File: src/design/acm_defs.svh
// Constants for the converter comparator-mode control block
`ifndef ACM_DEFS_SVH
`define ACM_DEFS_SVH
`define ACM_MODE_BIT        2
`define ACM_MODE_POS        3
`define ACM_CHAN_LO         0
`define ACM_CHAN_HI         1
`define ACM_CTRL_RST        4'h0
`define ACM_CONV_CYCLES     62
`define ACM_CMP_CYCLES      8
`define ACM_CNT_W           6
`define ACM_CNT_ONE         6'h01
`define ACM_CNT_ZERO        6'h00
`define ACM_RES_ZERO        10'h000
`define ACM_THR_ZERO        8'h00
`define ACM_SEL_ANALOG_INPUT_ZERO        2'h0
`define ACM_SEL_ANALOG_INPUT_ONE        2'h1
`define ACM_IRQ_SEL_BIT     2
`define ACM_SAR_FIRST       6'h1d
`define ACM_SAR_LAST        6'h02
`define ACM_SAR_PACE        6'h03
`define ACM_SAR_TOP         4'h9
`define ACM_SAR_SPENT       4'hf
`define ACM_SAR_UNIT        10'h001
`define ACM_LOW_ZERO        4'h0
`endif

File: src/design/acm_pkg.sv
// Types for the converter comparator-mode control block
package acm_pkg;
	typedef enum logic [1:0] {ACM_IDLE, ACM_CONV, ACM_CMP} acm_state_t;
	// Instruction strobes from the CPU core, one machine cycle each
	typedef struct packed {
		logic       write_ctrl;
		logic [3:0] ctrl_data;
		logic       start;
		logic       skip_test;
		logic       load_thr;
		logic       move_low;
		logic       irq_ack;
		logic [3:0] acc_a;
		logic [3:0] acc_b;
	} acm_instr_t;
endpackage : acm_pkg

File: src/design/acm_adc_ctrl.sv
// Converter control: conversion and comparator modes, threshold, done flag
`timescale 1ns/1ps
`default_nettype none
`include "acm_defs.svh"
// Behaviour
// - Mode bit 3 of control register at one selects comparator operation.
// - Load-threshold places accumulator B high, accumulator A low, in 8-bit threshold.
// - Switching into comparator mode leaves conversion result undefined.
// - Threshold is separate storage, kept across return to conversion mode.
// - Threshold reads and writes act only in comparator mode.
// - Threshold n selects reference supply/256 times n on the DAC.
// - In comparator mode the done flag is one when input is below reference.
// - Done flag clears on interrupt taken or skip-if-done skipping.
// - Interrupt select bit chooses interrupt or polling for the done flag.
// - Start in comparator mode finishes eight cycles later and updates the flag.
// - Analog pins keep port function; their digital reading is undefined.
// - Move-low-result puts two low result bits in A's top, zeroes A's bottom.
// - Leaving comparator mode may set the flag; software then skip-tests it.
// - Mode bit at zero selects 10-bit successive-approximation conversion.
// - Channel code 00 selects input zero, 01 input one, others unavailable; here codes 10 and 11 fall back to input zero.
// - Conversion ends 62 cycles after start, stores result, sets flag.
module acm_adc_ctrl (
	input  wire logic               mclk,
	input  wire logic               resetn,
	input  wire acm_pkg::acm_instr_t instr,
	input  wire logic [3:0]         interrupt_select_reg,
	input  wire logic               cmp_below,
	input  wire logic [1:0]         port_in_raw,
	output logic [3:0]              converter_control_reg,
	output logic                    conv_done_flag,
	output logic                    irq_request,
	output logic                    skip_next,
	output logic [9:0]              dac_code,
	output logic [1:0]              analog_sel,
	output logic                    busy,
	output logic [7:0]              threshold_read,
	output logic [9:0]              result_read,
	output logic [3:0]              acc_a_low_result,
	output logic [1:0]              port_in_digital
);
	acm_pkg::acm_state_t state;
	acm_pkg::acm_state_t next_state;
	logic [`ACM_CNT_W-1:0] count;
	logic [7:0]  threshold;
	logic [9:0]  result;
	logic [9:0]  sar_trial;
	logic [9:0]  sar_result;
	logic        below;
	logic        cmp_mode;
	logic        sar_clear;
	logic        sar_step;
	logic        conv_end;
	logic        cmp_end;
	logic        flag_set;
	logic        flag_clr;
	logic        irq_mode;
	logic [1:0]  port_s1;
	logic [1:0]  port_s2;

	// Decoding that several processes share
	function automatic logic chan_valid(input logic [1:0] code);
		chan_valid = (code == `ACM_SEL_ANALOG_INPUT_ZERO) || (code == `ACM_SEL_ANALOG_INPUT_ONE);
	endfunction : chan_valid

	acm_sync u_sync (
		.mclk   (mclk),
		.resetn (resetn),
		.d      (cmp_below),
		.q      (below)
	);

	acm_sar u_sar (
		.mclk    (mclk),
		.resetn  (resetn),
		.clear   (sar_clear),
		.step    (sar_step),
		.cmp_low (below),
		.trial   (sar_trial),
		.result  (sar_result)
	);

	// Mode and channel decode
	assign cmp_mode   = converter_control_reg[`ACM_MODE_POS];
	assign analog_sel = chan_valid(converter_control_reg[`ACM_CHAN_HI:`ACM_CHAN_LO]) ?
		converter_control_reg[`ACM_CHAN_HI:`ACM_CHAN_LO] : `ACM_SEL_ANALOG_INPUT_ZERO;
	assign irq_mode   = interrupt_select_reg[`ACM_IRQ_SEL_BIT];
	assign busy       = (state != acm_pkg::ACM_IDLE);

	// DAC gets threshold over 256 steps in comparator mode, SAR trial over 1024 else
	assign dac_code = cmp_mode ? {threshold, 2'b00} : sar_trial;

	// Sequencer decode
	assign sar_clear = instr.start && !busy;
	// Comparator answer lags the DAC by the two synchroniser stages, so each trial is
	// judged three cycles after it is set; the last step lands one cycle before the store
	assign sar_step  = (state == acm_pkg::ACM_CONV) && (count <= `ACM_SAR_FIRST) &&
		(count >= `ACM_SAR_LAST) && (((count - `ACM_SAR_LAST) % `ACM_SAR_PACE) == `ACM_CNT_ZERO);
	assign conv_end  = (state == acm_pkg::ACM_CONV) && (count == `ACM_CNT_ONE);
	assign cmp_end   = (state == acm_pkg::ACM_CMP) && (count == `ACM_CNT_ONE);

	always_comb begin
		next_state = state;
		case (state)
			acm_pkg::ACM_IDLE: begin
				if (instr.start)
					next_state = cmp_mode ? acm_pkg::ACM_CMP : acm_pkg::ACM_CONV;
			end
			acm_pkg::ACM_CONV: begin
				if (conv_end)
					next_state = acm_pkg::ACM_IDLE;
			end
			acm_pkg::ACM_CMP: begin
				if (cmp_end)
					next_state = acm_pkg::ACM_IDLE;
			end
			default: next_state = acm_pkg::ACM_IDLE;
		endcase
	end

	// Sequencer; a start while busy is ignored so a running job is not corrupted
	always_ff @(posedge mclk or negedge resetn) begin
		if (!resetn) begin
			state <= acm_pkg::ACM_IDLE;
			count <= `ACM_CNT_ZERO;
		end else begin
			state <= next_state;
			if (instr.start && !busy)
				count <= cmp_mode ? 6'(`ACM_CMP_CYCLES) : 6'(`ACM_CONV_CYCLES);
			else if (count != `ACM_CNT_ZERO)
				count <= count - `ACM_CNT_ONE;
		end
	end

	// Control register; mode toggling while busy is software's burden
	always_ff @(posedge mclk or negedge resetn) begin
		if (!resetn)
			converter_control_reg <= `ACM_CTRL_RST;
		else if (instr.write_ctrl)
			converter_control_reg <= instr.ctrl_data;
	end

	// Threshold register, writable only in comparator mode, untouched otherwise
	always_ff @(posedge mclk or negedge resetn) begin
		if (!resetn)
			threshold <= `ACM_THR_ZERO;
		else if (instr.load_thr && cmp_mode)
			threshold <= {instr.acc_b, instr.acc_a};
	end
	assign threshold_read = cmp_mode ? threshold : `ACM_THR_ZERO;

	// Result register: stored at conversion end only; after entering comparator
	// mode it is simply not maintained, so its content is of no meaning
	always_ff @(posedge mclk or negedge resetn) begin
		if (!resetn)
			result <= `ACM_RES_ZERO;
		else if (conv_end)
			result <= sar_result;
	end
	assign result_read = result;

	// Move-low-result answer
	always_ff @(posedge mclk or negedge resetn) begin
		if (!resetn)
			acc_a_low_result <= `ACM_LOW_ZERO;
		else if (instr.move_low)
			acc_a_low_result <= {result[1:0], 2'b00};
	end

	// Done flag: set wins over clear when both land in one cycle
	assign flag_set = conv_end || (cmp_end && below);
	assign flag_clr = (instr.irq_ack && irq_mode) ||
		(instr.skip_test && conv_done_flag && !irq_mode);
	assign skip_next   = instr.skip_test && conv_done_flag && !irq_mode;
	assign irq_request = conv_done_flag && irq_mode;

	always_ff @(posedge mclk or negedge resetn) begin
		if (!resetn)
			conv_done_flag <= 1'b0;
		else if (flag_set)
			conv_done_flag <= 1'b1;
		else if (flag_clr)
			conv_done_flag <= 1'b0;
	end

	// Port input readback: the selected analog pin reads undefined, shown as zero here
	always_ff @(posedge mclk or negedge resetn) begin
		if (!resetn) begin
			port_s1 <= 2'b00;
			port_s2 <= 2'b00;
		end else begin
			port_s1 <= port_in_raw;
			port_s2 <= port_s1;
		end
	end
	assign port_in_digital = port_s2 & ~(2'b01 << analog_sel);

	// Checks
	property p_cmp_len;
		@(posedge mclk) disable iff (!resetn)
		(instr.start && !busy && cmp_mode) |=> busy[*7] ##1 (busy && cmp_end) ##1 !busy;
	endproperty
	a_cmp_len: assert property (p_cmp_len) else $error("compare not 8 cycles");

	property p_conv_len;
		@(posedge mclk) disable iff (!resetn)
		(instr.start && !busy && !cmp_mode) |-> ##62 conv_end ##1 conv_done_flag;
	endproperty
	a_conv_len: assert property (p_conv_len) else $error("conversion not 62 cycles");

	property p_flag_below;
		@(posedge mclk) disable iff (!resetn)
		(cmp_end && below) |=> conv_done_flag;
	endproperty
	a_flag_below: assert property (p_flag_below) else $error("flag not set on below");

	property p_flag_above;
		@(posedge mclk) disable iff (!resetn)
		(cmp_end && !below && !conv_done_flag) |=> !conv_done_flag;
	endproperty
	a_flag_above: assert property (p_flag_above) else $error("flag set when above");

	property p_skip_clear;
		@(posedge mclk) disable iff (!resetn)
		(skip_next && !flag_set) |=> !conv_done_flag;
	endproperty
	a_skip_clear: assert property (p_skip_clear) else $error("skip did not clear");

	property p_thr_load;
		@(posedge mclk) disable iff (!resetn)
		(instr.load_thr && cmp_mode) |=> threshold == {$past(instr.acc_b), $past(instr.acc_a)};
	endproperty
	a_thr_load: assert property (p_thr_load) else $error("threshold load wrong");

	property p_thr_hold;
		@(posedge mclk) disable iff (!resetn)
		!cmp_mode |=> $stable(threshold);
	endproperty
	a_thr_hold: assert property (p_thr_hold) else $error("threshold changed");

	property p_low_move;
		@(posedge mclk) disable iff (!resetn)
		instr.move_low |=> acc_a_low_result == {$past(result[1:0]), 2'b00};
	endproperty
	a_low_move: assert property (p_low_move) else $error("low result move wrong");

	property p_irq_route;
		@(posedge mclk) disable iff (!resetn)
		irq_request |-> (conv_done_flag && irq_mode && !skip_next);
	endproperty
	a_irq_route: assert property (p_irq_route) else $error("irq routing wrong");

	property p_start_refused;
		@(posedge mclk) disable iff (!resetn)
		(instr.start && busy) |=> count == ($past(count) - `ACM_CNT_ONE);
	endproperty
	a_start_refused: assert property (p_start_refused) else $error("start taken while busy");

	property p_ack_poll;
		@(posedge mclk) disable iff (!resetn)
		(instr.irq_ack && !irq_mode && !instr.skip_test && conv_done_flag) |=> conv_done_flag;
	endproperty
	a_ack_poll: assert property (p_ack_poll) else $error("ack cleared flag in poll mode");

	property p_conv_store;
		@(posedge mclk) disable iff (!resetn)
		conv_end |=> (conv_done_flag && (result == $past(sar_result)));
	endproperty
	a_conv_store: assert property (p_conv_store) else $error("conversion end not stored");

	property p_result_hold;
		@(posedge mclk) disable iff (!resetn)
		!conv_end |=> $stable(result);
	endproperty
	a_result_hold: assert property (p_result_hold) else $error("result changed off end");

	property p_sel_legal;
		@(posedge mclk) disable iff (!resetn)
		chan_valid(analog_sel);
	endproperty
	a_sel_legal: assert property (p_sel_legal) else $error("unavailable channel selected");

	property p_flag_ack;
		@(posedge mclk) disable iff (!resetn)
		(instr.irq_ack && irq_mode && !flag_set) |=> !conv_done_flag;
	endproperty
	a_flag_ack: assert property (p_flag_ack) else $error("interrupt taken, flag kept");

	property p_skip_irq;
		@(posedge mclk) disable iff (!resetn)
		(instr.skip_test && irq_mode) |-> !skip_next;
	endproperty
	a_skip_irq: assert property (p_skip_irq) else $error("skip answered in irq mode");

	property p_low_zero;
		@(posedge mclk) disable iff (!resetn)
		acc_a_low_result[1:0] == 2'b00;
	endproperty
	a_low_zero: assert property (p_low_zero) else $error("low accumulator bits not zero");
endmodule : acm_adc_ctrl
`default_nettype wire

File: src/design/acm_sar.sv
// Successive-approximation step engine for the 10-bit conversion
`timescale 1ns/1ps
`default_nettype none
`include "acm_defs.svh"
module acm_sar (
	input  wire logic       mclk,
	input  wire logic       resetn,
	input  wire logic       clear,
	input  wire logic       step,
	input  wire logic       cmp_low,
	output logic [9:0]      trial,
	output logic [9:0]      result
);
	logic [3:0] bit_idx;
	logic [9:0] next_result;
	// Keep the tried bit only when the reference stayed at or below the input
	assign trial       = result | (`ACM_SAR_UNIT << bit_idx);
	assign next_result = cmp_low ? result : trial;
	always_ff @(posedge mclk or negedge resetn) begin
		if (!resetn) begin
			result  <= `ACM_RES_ZERO;
			bit_idx <= `ACM_SAR_TOP;
		end else if (clear) begin
			result  <= `ACM_RES_ZERO;
			bit_idx <= `ACM_SAR_TOP;
		end else if (step && bit_idx != `ACM_SAR_SPENT) begin
			result  <= next_result;
			bit_idx <= bit_idx - 4'h1;
		end
	end
endmodule : acm_sar
`default_nettype wire

File: src/design/acm_sync.sv
// Two-stage synchroniser for the analog comparator output
`timescale 1ns/1ps
`default_nettype none
module acm_sync (
	input  wire logic mclk,
	input  wire logic resetn,
	input  wire logic d,
	output logic      q
);
	logic meta;
	// Comparator output is asynchronous to the machine clock
	always_ff @(posedge mclk or negedge resetn) begin
		if (!resetn) begin
			meta <= 1'b0;
			q    <= 1'b0;
		end else begin
			meta <= d;
			q    <= meta;
		end
	end
endmodule : acm_sync
`default_nettype wire

File: config.mk
export PLATFORM = sky130hd
export DESIGN_NAME = acm_adc_ctrl
export DESIGN_NICKNAME = d
export VERILOG_FILES = /design/src/design/acm_pkg.sv /design/src/design/acm_adc_ctrl.sv /design/src/design/acm_sar.sv /design/src/design/acm_sync.sv
export VERILOG_INCLUDE_DIRS = /design/src /design/src/design
export SDC_FILE = /design/constraint.sdc
export NUM_CORES = 1
export LEC_CHECK = 0
export BUFFER_PORTS_ARGS = -buffer_cell sky130_fd_sc_hd__buf_4
export CAP_MARGIN = 20
export CORE_ASPECT_RATIO = 0.8
export CORE_MARGIN = 4
export CORE_UTILIZATION = 59
export CTS_BUF_LIST = sky130_fd_sc_hd__clkbuf_8 sky130_fd_sc_hd__clkbuf_16
export DETAILED_ROUTE_END_ITERATION = 10
export GPL_TIMING_DRIVEN = 0
export PLACE_DENSITY = 0.92
export RECOVER_POWER = 25
export SYNTH_ARGS = -nofsm -noshare
export SYNTH_HDL_FRONTEND = slang
export SYNTH_SLANG_ARGS = --single-unit
File: constraint.sdc
create_clock -name mclk -period 9.1 [get_ports mclk]
set_clock_uncertainty 0.2 [all_clocks]
set_input_delay 0.91 -clock mclk [delete_from_list [all_inputs] [get_ports mclk]]
set_output_delay 0.91 -clock mclk [all_outputs]
set_load 0.02 [all_outputs]
# ---- After elaboration in Yosys (flattened, before gate mapping)
# Index checks and enable logic that the tools add are counted.
dict set report totals {
  word_cells 79
  in_bits 27
  output_inout_bits 44
  regBits 53
}
dict set report classes {
  shift 2
  n_mux 18
  order_cmp 2
  reduce_logical 28
  addsub 3
  n_eq_ne 9
  n_div 1
  bitwise 3
}
# operator count
set op_table {}
lappend op_table {{2-to-1 mux 10 bit} 4}
lappend op_table {{2-to-1 mux 6 bit} 3}
lappend op_table {{logical AND 1 bit} 13}
lappend op_table {{2-to-1 mux 2 bit} 5}
lappend op_table {{OR 10 bit} 1}
lappend op_table {{<< shifter 1 x 4 -> 10 bit (first input constant)} 1}
lappend op_table {{2-to-1 mux 4 bit} 2}
lappend op_table {{2-to-1 mux 8 bit} 1}
lappend op_table {{inequality test 2 bit (second input constant)} 4}
lappend op_table {{nonzero test 2 bit} 4}
lappend op_table {{equality test 6 x 1 -> 1 bit (second input constant)} 1}
lappend op_table {{>= comparator 6 x 2 -> 1 bit (second input constant)} 1}
lappend op_table {{<= comparator 6 x 5 -> 1 bit (second input constant)} 1}
lappend op_table {{logical NOT 6 bit} 1}
lappend op_table {{remainder unit 6 x 2 -> 6 bit (second input constant)} 1}
lappend op_table {{one-hot mux 2 bit (3 select lines)} 1}
lappend op_table {{nonzero test 6 bit} 1}
lappend op_table {{subtractor 6 x 1 -> 6 bit (second input constant)} 1}
lappend op_table {{subtractor 6 x 2 -> 6 bit (second input constant)} 1}
lappend op_table {{equality test 2 x 1 -> 1 bit (second input constant)} 2}
lappend op_table {{logical NOT 2 bit} 2}
lappend op_table {{inequality test 4 bit (second input constant)} 1}
lappend op_table {{subtractor 4 x 1 -> 4 bit (second input constant)} 1}
lappend op_table {{logical OR 1 bit} 3}
lappend op_table {{other kinds (8)} 10}

# ---- Depth between registers and ports, before layout
dict set report logic_depth {
  word_depth 7
  ltp_mapped 24
  mapped_depth_nobuf 20
}

# ---- Modules after synthesis
# A second synthesis with hierarchy kept.
dict set report unflattened {
  hier_cells 343
  hier_area_um2 3443.3
}
# mod instances cells_each area_per_inst_um2 seq_area_each_um2
set by_module_without_submodules {}
lappend by_module_without_submodules {acm_adc_ctrl 1 264 2598.7 925.9}
lappend by_module_without_submodules {acm_sar 1 77 794.5 352.8}
lappend by_module_without_submodules {acm_sync 1 2 50.0 50.0}

# ---- Worst setup path before layout
# OpenSTA, ideal clock, no wires.
dict set report synth_timing {
  path_type {reg2reg}
  start {register count[1]}
  end {register u_sar.bit_idx[2]}
  setup_ns 0.127
  t_required_ns 8.773
  slack_ns 4.355
  n_path_buf 3
  arrival_ns 4.418
  synth_period_minus_slack_ns 4.745
  path_stages_with_launch 24
  path_cell_list {dfrtp_1 > buf_2 > inv_1 > ha_1 > buf_2 > xnor2_1 > a32oi_2 > o221ai_2 > nor2_1 > nand2_1 > o21ai_0 > ha_1 > clkbuf_1 > a41oi_1 > o21ai_1 > xnor2_1 > ha_1 > nand3b_1 > mux2i_1 > mux2_1 > a21oi_1 > o31ai_4 > nand4_1 > mux2_1}
}
dict set report synth_between {
  elab_chain_len 6
  word_cells_on_any_way 10
  cone_classes {1 x add/sub; 1 x div; 2 x order compare; 6 x reduce/logical}
}
# element line_no
set synth_rtl {}
lappend synth_rtl {{start, declared} acm_adc_ctrl.sv:43} ;# logic [`ACM_CNT_W-1:0] count;
lappend synth_rtl {{start signal, assigned} acm_adc_ctrl.sv:124} ;# count <= `ACM_CNT_ZERO;
lappend synth_rtl {{start signal, assigned} acm_adc_ctrl.sv:128} ;# count <= cmp_mode ? 6'(`ACM_CMP_CYCLES) : 6'(`ACM_CONV_CYCLES);
lappend synth_rtl {{start signal, assigned} acm_adc_ctrl.sv:130} ;# count <= count - `ACM_CNT_ONE;
lappend synth_rtl {{subtractor 6 x 2 -> 6 bit (no line) / <= comparator 6 x 5 -> 1 bit (equally long branches)} --}
lappend synth_rtl {{remainder unit 6 x 2 -> 6 bit (no line) / logical AND 1 bit (equally long branches)} --}
lappend synth_rtl {{logical NOT 6 bit (no line) / logical AND 1 bit (equally long branches)} --}
lappend synth_rtl {{logical AND 1 bit (*)} acm_adc_ctrl.sv:96} ;# assign sar_step = (state == acm_pkg::ACM_CONV) && (count <= `ACM_SAR_FIRST) &&
lappend synth_rtl {{logical AND 1 bit (no line) (*)} --}
lappend synth_rtl {{nonzero test 2 bit (no line) (*)} --}
lappend synth_rtl {{end signal, assigned} acm_sar.sv:22} ;# bit_idx <= `ACM_SAR_TOP;
lappend synth_rtl {{end signal, assigned} acm_sar.sv:25} ;# bit_idx <= `ACM_SAR_TOP;
lappend synth_rtl {{end signal, assigned} acm_sar.sv:28} ;# bit_idx <= bit_idx - 4'h1;
lappend synth_rtl {{end, declared} acm_sar.sv:14} ;# logic [3:0] bit_idx;
# Mark *: on every way between the ends. The rest lies on a longest branch, timed or not.
# A chain may end at the register's enable or synchronous reset.

# ---- Final worst setup path
dict set report layout_timing {
  start {register count[1]}
  end {register u_sar.result[8]}
}
dict set report layout_between {
  elab_chain_len 7
  word_cells_on_any_way 11
  cone_classes {1 x add/sub; 1 x div; 2 x order compare; 7 x reduce/logical}
}
# element line_no
set layout_rtl {}
lappend layout_rtl {{subtractor 6 x 2 -> 6 bit (no line) / <= comparator 6 x 5 -> 1 bit (equally long branches)} --}
lappend layout_rtl {{remainder unit 6 x 2 -> 6 bit (no line) / logical AND 1 bit (equally long branches)} --}
lappend layout_rtl {{logical NOT 6 bit (no line) / logical AND 1 bit (equally long branches)} --}
lappend layout_rtl {{logical AND 1 bit (*)} acm_adc_ctrl.sv:96}
lappend layout_rtl {{logical AND 1 bit (no line) (*)} --}
lappend layout_rtl {{nonzero test 2 bit (no line) (*)} --}
lappend layout_rtl {{AND reduction 2 bit (no line) (*)} --}
lappend layout_rtl {{end signal, assigned} acm_sar.sv:21} ;# result <= `ACM_RES_ZERO;
lappend layout_rtl {{end signal, assigned} acm_sar.sv:24} ;# result <= `ACM_RES_ZERO;
lappend layout_rtl {{end signal, assigned} acm_sar.sv:27} ;# result <= next_result;
lappend layout_rtl {{end, declared} acm_sar.sv:12} ;# output logic [9:0] result
# Marked as above.

==> reports/metrics.csv <==
metric,value,unit
final_cell_mix,"buf_4 (62), dfrtp_1 (51), nand2_1 (38)",
r2r_start,count[1],
report.final.slew_viol_count,54,
gr-usage-met3,5.395,%
cts_resized,0,
grt_start_max_net_pins,54,
diodes,0,
min_path_type,reg -> reg,
outcome,"finished, violations left",
synth_cell_types,58,
post_cts_buffers,0,
min_from,port_s1[0],
syn_area_per_cell,10.01,µm²
cts_buffers,5,
cp_cell_sequence,buf_2 -> inv_1 -> ha_1 -> buf_2 -> xnor2_1 -> a32oi_2 -> o221ai_2 -> nor2_1 -> nand2_1 -> o21ai_0 -> ha_1 -> clkbuf_1 -> a41oi_1 -> o21ai_1 -> xnor2_1 -> ha_1 -> nand3b_1 -> mux2i_1 -> mux2_1 -> a21oi_1 -> o31ai_4 -> nand3_2 -> buf_6 -> o31ai_2,
crit_required,9.11,ns
power.density,325.4,nW/µm²
drt_wl_total,7.972,mm
nFillCells,396,
fmax,179.6,MHz
syn_area,3323,µm²
port_buffers,64,
max-clock-path-buffers,2,
area_delta_synth_final,20.63,%
rsz0062_at_grt,false,
final_common_cell,buf_4,
clk_pin_slew,0.10,ns
met1_usage,31.59,%
relSlewSlack,-81.88,%
worstPathMaxFanout,10,
grt_pass1_wl,12.70,mm
clkSinkCount,53,
power.total,1.304,mW
core,5465,µm²
die_area,6905,µm²
period_share,61.19,%
ant_nets,0,
cp_top_family,compound AO/OA/AOI/OAI gates,
synth_edf_count,0,
fp.dieH,75.13,µm
post-route-drc-count,0,
place_congestion,0.9126,
grtUsageMet2,37.86,%
regToRegEndpoint,u_sar.result[8],
tightest_slew,2.728,ns
grt_busiest_layer,met2,
finalSetupViolCount,0,
seq_area_frac_synth,39.98,%
async_flop_share,100.0,%
postCtsHoldBufs,0,
hpwl,6.062,mm
num-nets-final,449,
antenna_found_initial,0,
violations,"capacitance limit, slew limit",
worstHoldPathCells,0,
switching_share,47.54,%
ys_warn_count,0,
period_needed,5.568,ns
grt_pass1_vias,2707,
p_int,0.6843,mW
final_hold_viol_count,0,
setup_tns,0,ns
p_leak,1.875,nW
postSynthCellCount,332,
drv_cap,1,
cts_tree,built,
htree_levels,2,
arrival,5.58,ns
cp_slowest_cell,dfrtp_1,
worstSetupPathType,reg -> reg,
critical_path_buf_inv_count,5,
vias,2737,
die_w,91.91,µm
rows,24,
hold-worst-slack,0.1566,ns
r2r_cells,24,
ir_drop,0.0002134,V
ios,71,
avgViaCountPerCell,5.655,
p_clk_share,12.1,%
crit_top_cell,ha_1,
synth_seq_cells,53,
clk_latency,0.31,ns
seqPwrFrac,22.7,%
reg2reg_slack,3.53,ns
cts_root_buf,clkbuf_8,
dr.pass1.iters,4,
start_util,60.81,%
synth_ff_type,dfrtp_1,
grt_use_total,23.23,%
drive_gt1_share,30.79,%
wl_per_cell,16.47,µm
min_to,port_s2[0],
drtIter0Drc,271,
overflow,0,
slowest_delay,0.48,ns
startpoint_type,flip-flop,
cp-end-kind,flip-flop,
p_sw,0.6202,mW
combPwrFrac,65.2,%
## cell usage after synthesis, types with 3 or more instances
master,instances,share of area (%)
a211oi_1,3,0.68
a21oi_1,15,2.3
a41oi_1,3,0.79
and2_1,14,2.6
buf_2,4,0.60
buf_4,4,0.90
clkbuf_1,8,0.90
dfrtp_1,51,38
ha_1,17,6.4
inv_1,12,1.4
mux2_2,24,8.1
mux2i_1,7,2.1
nand2_1,38,4.3
nand2b_1,5,0.94
nand3_1,5,0.75
nand3b_1,3,0.68
nor2_1,24,2.7
nor2b_1,6,1.1
nor3_1,7,1.1
o21ai_0,5,0.75
o21ai_1,3,0.45
o21bai_1,9,2.0
o22ai_1,4,0.75
o31ai_2,8,3.0
xnor2_1,9,2.4
## cells by family (layout without fill, tap and decap cells)
logic type / count (synthesis) / count (layout) / share of synthesized area, %
simple gates: 112 / 112 / 16.53
compound gates: 73 / 73 / 18.19
flops: 53 / 53 / 39.98
mux: 34 / 34 / 11.33
buf+inv: 31 / 103 / 4.556
fa+ha+maj: 17 / 17 / 6.400
xor+xnor: 11 / 11 / 2.899
other cells: 1 / 3 / 0.1128
## layer usage
metal | vias up | part of all wire (%)
li1 | 1309 | -
met1 | 1306 | 44
met2 | 111 | 46
met3 | 11 | 8.2
met4 | 0 | 1.1
met5 | - | 0
## cell type report
class / count / area, µm² / area share, %
Multi-Input combinational cell: 250 / 1851 / 46.16
Timing Repair Buffer: 64 / 473.0 / 11.80
Buffer: 18 / 102.6 / 2.559
Sequential cell: 53 / 1329 / 33.15
Tap cell: 78 / 97.59 / 2.434
Inverter: 13 / 48.80 / 1.217
Clock inverter: 3 / 38.79 / 0.9675
Clock buffer: 5 / 68.82 / 1.717
## through the flow
| step | instances | setup WS [ns] | utilization (%) | cell area [µm²] |
|---|---|---|---|---|
| after floorplan | 334 | 4.355 | - | 3331 |
| after global placement | 476 | 3.741 | 71.52 | 3909 |
| after detailed placement | 476 | 3.597 | 71.52 | 3909 |
| after CTS | 484 | 3.544 | 73.49 | 4016 |
| after global routing | 484 | 3.047 | 73.35 | 4009 |
| final | 484 | 3.532 | 73.35 | 4009 |
## how the worst max path moves through the flow
stage	start	to	slack [ns]	depth (start not counted)
2_1_floorplan	count[1]	u_sar.bit_idx[2]	4.35	23
3_3_place_gp	count[1]	u_sar.result[8]	3.74	24
3_5_place_dp	count[1]	u_sar.result[6]	3.60	24
4_1_cts	count[1]	u_sar.result[8]	3.54	24
5_1_grt	count[1]	u_sar.result[8]	3.05	24
6_report	count[1]	u_sar.result[8]	3.53	24
## power groups by stage
stage	Sequential, mW	Combinational [mW]	Clock, mW
6_report	0.297	0.851	0.157
2_1_floorplan	0.293	0.653	0
3_5_place_dp	0.300	0.832	0
3_3_place_gp	0.296	0.812	0
5_1_grt	0.300	0.932	0.167
4_1_cts	0.296	0.839	0.159
(Power assumes the default switching activity.)
